[config.mk]
export PLATFORM = sky130hd
export DESIGN_NAME = kil_keypad_interrupt_latch
export DESIGN_NICKNAME = d
export VERILOG_FILES = /design/src/verilog/kil_sync.v /design/src/verilog/kil_keypad_interrupt_latch.v
export VERILOG_INCLUDE_DIRS = /design/src /design/src/verilog
export SDC_FILE = /design/constraint.sdc
export NUM_CORES = 1
export LEC_CHECK = 0
export ABC_AREA = 1
export BUFFER_PORTS_ARGS = -buffer_cell sky130_fd_sc_hd__buf_2
export CAP_MARGIN = 40
export CORE_ASPECT_RATIO = 0.9
export CORE_UTILIZATION = 46
export CTS_BUF_LIST = sky130_fd_sc_hd__clkbuf_2
export CTS_CLUSTER_DIAMETER = 120
export DETAILED_ROUTE_END_ITERATION = 7
export GPL_TIMING_DRIVEN = 1
export MAX_ROUTING_LAYER = met4
export PLACE_DENSITY = 0.83
export SLEW_MARGIN = 5
export SYNTH_ARGS = -nofsm -noshare
export SYNTH_HDL_FRONTEND = slang
export SYNTH_SLANG_ARGS = --single-unit
[constraint.sdc]
create_clock -name pclk -period 1.3 [get_ports pclk]
set_input_delay 0.195 -clock pclk [delete_from_list [all_inputs] [get_ports pclk]]
set_output_delay 0.195 -clock pclk [all_outputs]
set_load 0.05 [all_outputs]
[src/verilog/kil_regs.vh]
`ifndef KIL_REGS_VH
`define KIL_REGS_VH

// register byte offsets on the apb slave
`define KIL_STATUS_CONTROL_OFF 12'h000
`define KIL_PIN_ENABLE_OFF     12'h004
`define KIL_PORT_DIR_OFF       12'h008
`define KIL_PORT_DATA_OFF      12'h00c
`define KIL_PORT_PIN_OFF       12'h010

// status/control field positions
`define KIL_MODE_BIT    0
`define KIL_MASK_BIT    1
`define KIL_ACK_BIT     2
`define KIL_PENDING_BIT 3

// reset values
`define KIL_PIN_ENABLE_RST 5'h00
`define KIL_PORT_DIR_RST   5'h00
`define KIL_PORT_DATA_RST  5'h00

// number of keypad pins
`define KIL_NUM_PINS 5

`endif

[src/verilog/kil_sync.v]
`timescale 1ns/1ps
`default_nettype none

// two-flop synchroniser for a vector of pin levels
module kil_sync #(
    parameter WIDTH = 5
) (
    input  wire             pclk,
    input  wire             presetn,
    input  wire [WIDTH-1:0] async_in,
    output wire [WIDTH-1:0] sync_out
);

    reg [WIDTH-1:0] meta_ff;
    reg [WIDTH-1:0] sync_ff;

    // reset high: idle keypad pins are pulled up, so no false edge at release
    always @(posedge pclk or negedge presetn) begin
        if (!presetn) begin
            meta_ff <= {WIDTH{1'b1}};
            sync_ff <= {WIDTH{1'b1}};
        end else begin
            meta_ff <= async_in;
            sync_ff <= meta_ff;
        end
    end

    assign sync_out = sync_ff;

endmodule // kil_sync

`default_nettype wire

[src/verilog/kil_keypad_interrupt_latch.v]
// Chosen here: the address map and the APB slave port.
`timescale 1ns/1ps
`default_nettype none
`include "kil_regs.vh"

module kil_keypad_interrupt_latch #(
    parameter NPINS = `KIL_NUM_PINS
) (
    input  wire             pclk,
    input  wire             presetn,
    input  wire             psel,
    input  wire             penable,
    input  wire             pwrite,
    input  wire [11:0]      paddr,
    input  wire [31:0]      pwdata,
    output reg  [31:0]      prdata,
    output wire             pready,
    output wire             pslverr,
    input  wire [NPINS-1:0] pin_in,
    output wire [NPINS-1:0] pin_out,
    output wire [NPINS-1:0] pin_oe,
    output wire [NPINS-1:0] pin_pullup_en,
    input  wire             vector_fetch,
    output wire             irq_request,
    output wire             wake_request
);

    reg  [NPINS-1:0] pin_source_enables_ff;
    reg  [NPINS-1:0] port_a_direction_ff;
    reg  [NPINS-1:0] port_data_ff;
    reg              trigger_sense_select_ff;
    reg              request_mask_ff;
    reg              latch_ff;
    reg              all_high_ff;
    reg              nxt_latch;
    reg              ack_pend_ff;
    reg              nxt_ack_pend;
    wire             sel_status;
    wire             sel_enable;
    wire             sel_dir;
    wire             sel_data;
    wire             sel_pins;
    wire             sel_any;
    wire             ack_write;
    wire [NPINS-1:0] port_level;
    wire [NPINS-1:0] pin_sync;
    wire             any_low;
    wire             fall_event;
    wire             ack_pulse;
    wire             wr_en;
    wire             rd_en;
    wire             pending_flag;

    // one-cycle access phase, no wait states
    assign pready  = 1'b1;
    assign wr_en   = psel & penable & pwrite;
    assign rd_en   = psel & penable & ~pwrite;

    function addr_hit;
        input [11:0] addr;
        input [11:0] off;
        begin
            addr_hit = (addr[11:2] == off[11:2]);
        end
    endfunction

    // one decode per register, shared by writes, reads and the error answer
    assign sel_status = addr_hit(paddr, `KIL_STATUS_CONTROL_OFF);
    assign sel_enable = addr_hit(paddr, `KIL_PIN_ENABLE_OFF);
    assign sel_dir    = addr_hit(paddr, `KIL_PORT_DIR_OFF);
    assign sel_data   = addr_hit(paddr, `KIL_PORT_DATA_OFF);
    assign sel_pins   = addr_hit(paddr, `KIL_PORT_PIN_OFF);
    assign sel_any    = sel_status | sel_enable | sel_dir | sel_data |
                        sel_pins;

    // unmapped addresses answer with an error; nothing is written there
    assign pslverr = psel & penable & ~sel_any;

    // pins are sampled twice before any gate sees them
    kil_sync #(
        .WIDTH    (NPINS)
    ) u_sync (
        .pclk     (pclk),
        .presetn  (presetn),
        .async_in (pin_in),
        .sync_out (pin_sync)
    );

    // excluded pins count as high
    assign any_low = |(~pin_sync & pin_source_enables_ff);

    // a fall only counts when every enabled pin was high before
    assign fall_event = any_low & all_high_ff;

    // software strobe: a one written to the ack bit of the status word;
    // the bit has no storage, so it can never be seen set afterwards
    assign ack_write = wr_en & sel_status & pwdata[`KIL_ACK_BIT];

    // vector fetch and software strobe share one acknowledge
    assign ack_pulse = vector_fetch | ack_write;

    // enabled pins are inputs with pull-ups; direction bit ignored
    assign pin_oe        = port_a_direction_ff & ~pin_source_enables_ff;
    assign pin_out       = port_data_ff;
    assign pin_pullup_en = pin_source_enables_ff;

    // previous all-high state tracks enable changes as well
    always @(posedge pclk or negedge presetn) begin
        if (!presetn) begin
            all_high_ff <= 1'b1;
        end else begin
            all_high_ff <= ~any_low;
        end
    end

    // request latch and the level-mode acknowledge memory.
    // level mode needs an ack and all enabled pins high, in either order,
    // so an ack seen while a pin is still low is kept in ack_pend_ff
    // until the pins return high.
    // a new fall wins over an ack in the same cycle and also forgets an
    // earlier ack: the new request must be answered on its own.
    always @* begin
        nxt_latch    = latch_ff;
        nxt_ack_pend = ack_pend_ff;
        if (!trigger_sense_select_ff) begin
            // edge mode: ack clears at once, whatever the pin levels
            nxt_ack_pend = 1'b0;
            if (ack_pulse) begin
                nxt_latch = 1'b0;
            end
        end else begin
            if (ack_pulse) begin
                if (any_low) begin
                    // a pin still low keeps the request present
                    nxt_latch    = latch_ff;
                    nxt_ack_pend = latch_ff;
                end else begin
                    nxt_latch    = 1'b0;
                    nxt_ack_pend = 1'b0;
                end
            end else if (ack_pend_ff && !any_low) begin
                // ack came first; all enabled pins are high again
                nxt_latch    = 1'b0;
                nxt_ack_pend = 1'b0;
            end
        end
        if (fall_event) begin
            nxt_latch    = 1'b1;
            nxt_ack_pend = 1'b0;
        end
    end

    always @(posedge pclk or negedge presetn) begin
        if (!presetn) begin
            latch_ff    <= 1'b0;
            ack_pend_ff <= 1'b0;
        end else begin
            latch_ff    <= nxt_latch;
            ack_pend_ff <= nxt_ack_pend;
        end
    end

    // the flag is the latch itself; level-mode holding lives in the latch
    assign pending_flag = latch_ff;
    // mask gates only the request, not the flag
    assign irq_request  = pending_flag & ~request_mask_ff;
    // no clock gating here: unit keeps running in wait and stop
    assign wake_request = irq_request;

    // register writes
    always @(posedge pclk or negedge presetn) begin
        if (!presetn) begin
            trigger_sense_select_ff <= 1'b0;
            request_mask_ff         <= 1'b0;
            pin_source_enables_ff   <= `KIL_PIN_ENABLE_RST;
            port_a_direction_ff     <= `KIL_PORT_DIR_RST;
            port_data_ff            <= `KIL_PORT_DATA_RST;
        end else if (wr_en) begin
            // mode and mask are written together; the ack bit is a strobe
            if (sel_status) begin
                trigger_sense_select_ff <= pwdata[`KIL_MODE_BIT];
                request_mask_ff         <= pwdata[`KIL_MASK_BIT];
            end
            // new enables change any_low at once; a low pin may latch
            if (sel_enable) begin
                pin_source_enables_ff <= pwdata[NPINS-1:0];
            end
            // direction drives only pins without a keypad enable; the read path uses it on every pin
            if (sel_dir) begin
                port_a_direction_ff <= pwdata[NPINS-1:0];
            end
            // output data reaches the pin only where it is driven
            if (sel_data) begin
                port_data_ff <= pwdata[NPINS-1:0];
            end
        end
    end

    // pin level where the direction bit is zero, else the data register;
    // the keypad enable forces input but does not open the read path
    assign port_level = (pin_sync & ~port_a_direction_ff) |
                        (port_data_ff & port_a_direction_ff);

    // read word for the addressed register; unmapped and unused bits read 0
    function [31:0] read_word;
        input             st;
        input             en;
        input             dr;
        input             dt;
        input             pn;
        input             mode;
        input             mask;
        input             pend;
        input [NPINS-1:0] enables;
        input [NPINS-1:0] dir;
        input [NPINS-1:0] level;
        input [NPINS-1:0] pins;
        begin
            read_word = 32'h0000_0000;
            if (st) begin
                read_word[`KIL_MODE_BIT]    = mode;
                read_word[`KIL_MASK_BIT]    = mask;
                read_word[`KIL_ACK_BIT]     = 1'b0;
                read_word[`KIL_PENDING_BIT] = pend;
            end
            if (en) begin
                read_word[NPINS-1:0] = enables;
            end
            if (dr) begin
                read_word[NPINS-1:0] = dir;
            end
            if (dt) begin
                read_word[NPINS-1:0] = level;
            end
            if (pn) begin
                read_word[NPINS-1:0] = pins;
            end
        end
    endfunction

    // read data registered at the setup edge; ack bit always zero
    always @(posedge pclk or negedge presetn) begin
        if (!presetn) begin
            prdata <= 32'h0000_0000;
        end else if (psel && !penable && !pwrite) begin
            // loaded at setup so it stands through the access cycle
            prdata <= read_word(sel_status, sel_enable, sel_dir, sel_data,
                                sel_pins, trigger_sense_select_ff,
                                request_mask_ff, pending_flag,
                                pin_source_enables_ff, port_a_direction_ff,
                                port_level, pin_sync);
        end
    end

    // rd_en kept for readability of the access phase
    wire unused_rd = rd_en;

endmodule // kil_keypad_interrupt_latch

`default_nettype wire

==> metrics.md <==
| Metric | Value |
|---|---|
| WHS Path Cells | `3` |
| Share of cells above drive strength 1 | `41.7%` |
| H-Tree Depth | `2` |
| Complex-gate fraction of the synthesized area | `9.49%` |
| Die Wd | `between 70 and 80 um` |
| Max IR drop VDD | `0.622 mV` |
| Synth async-reset ratio | `between 90% and 100%` |
| Cells after synthesis | `248` |
| Via count | `1850` |
| Global-route wire length before repair | `7550 um` |
| Initial core utilization | `47.9%` |
| Primary FF master, synth | `dfrtp_1` |
| Failing checks | `negative setup slack` |
| Design area | `2690 um^2` |
| Clk buf depth | `2` |
| First-pass iteration count of the detailed router | `4` |
| Yosys warnings | `0` |
| Min Tclk post-route | `1.37 ns` |
| Simple-Gate Fraction of Synth Area | `24.9%` |
| Post-Place Worst Slack | `-0.0442 ns` |
| Skew final | `0.0322 ns` |
| Utilization after layout | `66.5%` |
| Largest family of logic cells by synthesized area | `simple AND/OR/NAND/NOR gates` |
| Synth Area in Adders | `0%` |
| Sequential area share after synthesis | `45.9%` |
| CTS tree | `built` |
| Worst min-delay path class | `input port to flop` |
| Global route total overflow | `0` |
| Number of synthesized flops with an enable pin | `0` |
| Startpoint types | `flop` |
| Final setup fails | `7` |
| Core Region | `4050 um^2` |
| TritonCTS Buffers | `5` |
| Post-synth cell types | `24` |
| Post-synthesis register bit count | `35` |
| Die area | `4480 um^2` |
| Synth top area cells | `dfrtp_1 (31%), dfstp_2 (15%), buf_4 (11%)` |
| Max-Cap Viols | `0` |
| Crit Path Category | `flop to output port` |
| Post-Synth XOR/XNOR Area | `0%` |
| Top cell type's share of synthesized area | `31.0%` |
| Die height | `63.6 um` |
| Hold Slack | `0.0254 ns` |
| Mux contribution to synthesized area | `0%` |
| Netlist Area Pre-Place | `1940 um^2` |
| Leak | `1.39 nW` |
| Synth Area per Inst | `7.81 um^2` |
| Post-DP HPWL | `3150 um` |
| Final wirelength | `4770 um` |
| Placement Cell Area | `2220 um^2` |
| Setup TNS | `-0.331 ns` |
| Diode count | `0` |
| Synth top cells by count | `nand2_1 (54), inv_1 (35), buf_4 (29)` |
| # nets final | `392` |
| Hold Crit Start | `pwdata[3]` |
| Max-slew violations | `0` |
| Reg2reg start | `u_sync.sync_out[0]` |
| Vias per cell | `4.79` |
| I/O pin count | `between 100 and 150` |
| Most common cell in the netlist | `nand2_1` |
| Routed wire per std cell | `12.4 um` |
| Arrival time worst endpoint | `1.18 ns` |
| Power density cells | `838 nW/um^2` |
| Total GRT Usage | `22.3%` |
| Initial antenna violation count | `0` |
| Worst R2R Path Depth | `9` |
| Status | `complete, but fails checks` |
| Detailed router's first-iteration violation count | `102` |
| Root Driver | `clkbuf_2` |
| Worst-Skew Late Latency | `0.40 ns` |
| Detail Route Antenna Nets | `0` |
| Final hold violations | `0` |
| Worst-path clk slew | `around 0.20 ns` |
| Row Count | `22` |
| Max Freq | `729 MHz` |
| Pin count of the biggest net entering global routing | `23` |
| Drc violations | `0` |
| Area Growth Syn to Fin | `38.9%` |
| Post-route setup slack | `-0.0717 ns` |
| Port bufs | `between 40 and 50` |
| Number of global-route vias before repair | `approximately 1600` |
| Period Utilization, post-route | `106%` |
| Req. time, crit path | `~1.1 ns` |
| Crit path launch | `latch_ff` |
| RSZ-0062 raised after global routing | `yes` |
| Crit. End Element | `output port` |
| Routability Congestion | `0.933` |
| Clock sink count | `35` |
| CP Max Fanout | `2` |
| Largest area contributor in the netlist | `dfrtp_1` |
[layout make-up]
| type | instances | area [um^2] |
|---|---|---|
| repair buffers | 88 | 686 |
| inverters | 36 | 135 |
| well taps | 48 | 60.1 |
| clock inverters | 3 | 23.8 |
| multi-input cells | 171 | 866 |
| flip-flops and latches | 35 | 896 |
| fillers | 322 | 1360 |
| clock buffers | 5 | 25.0 |
[cell usage in the layout (no fill, tap or decap), types with 5 or more instances in the layout]
cell	instances
nand2_1	50
o21ai_0	14
buf_2	27
clkbuf_2	5
nor2_1	18
dlygate4sd3_1	8
nor2_2	7
dfrtp_1	19
nor2_4	6
buf_6	8
o21ai_1	10
clkbuf_4	5
a21oi_1	7
inv_1	27
inv_2	9
nand2_2	5
nand3_1	6
dfrtp_2	5
dfstp_2	11
nand4_1	6
buf_4	35
conb_1	28
[routing by layer]
layer / wire (um) / track usage (%) / vias up
met5: 0 / - / -
met4: 48 / 5.00 / 0
met3: 312 / 4.64 / 5
met2: 2240 / 36.4 / 89
met1: 2170 / 28.5 / 859
li1: - / - / 897
[timing repair]
item | in CTS | in global routing
pin swaps | 10 | 7
resized for setup | 32 | 40
hold buffers | 8 | 0
endpoints found under the hold margin | 33 | 0
setup buffers | 14 | 8
endpoints found under the setup margin | 17 | 26
[path summary, 6_finish.rpt]
path	end	slack (ns)
worst max-delay path	irq_request	-0.07
worst min-delay path	pin_pullup_en[3]	0.03
worst max register to register	latch_ff	-0.02
worst min register to register	u_sync.sync_out[3]	0.35
max in group asynchronous	u_sync.sync_out[4]	0.57
min in group asynchronous	prdata[3]	0.19
[per-stage QoR]
stage,total power (W),cells
after global placement,0.00166,349
after global routing,0.00235,386
after CTS,0.00224,379
after floorplan,0.00160,274
after detailed placement,0.00166,349
final,0.00226,386
[power breakdown]
group	switching, W	internal, W	leakage [nW]	total (W)
logic	0.000409	0.000132	0.952	0.000541
clock network	0.000410	0.000138	0.0256	0.000548
registers	0.0000244	0.00114	0.415	0.00117
[registers in the layout (all words and copies together), names as in the netlist]
| signal | cells |
|---|---|
| u_sync.meta_ff | 5 |
| trigger_sense_select_ff | 1 |
| prdata | 5 |
| port_a_direction_ff | 5 |
| u_sync.sync_out | 5 |
| request_mask_ff | 1 |
| pin_out | 5 |
| all_high_ff | 1 |
| latch_ff | 1 |
| ack_pend_ff | 1 |
| pin_pullup_en | 5 |
[worst max-delay path: stages (launching register included)]
cell and delay [ns]:
dfrtp_1 0.43, inv_2 0.06, nor2_4 0.14, buf_8 0.16
[cell families (layout without fill, tap and decap cells)]
group | after synthesis | count (layout)
buffers and inverters | 68 | 132
AOI/OAI and AO/OA | 36 | 36
and+or+nand+nor | 107 | 107
DFF | 35 | 35
other | 2 | 28
(Power assumes the default switching activity.)
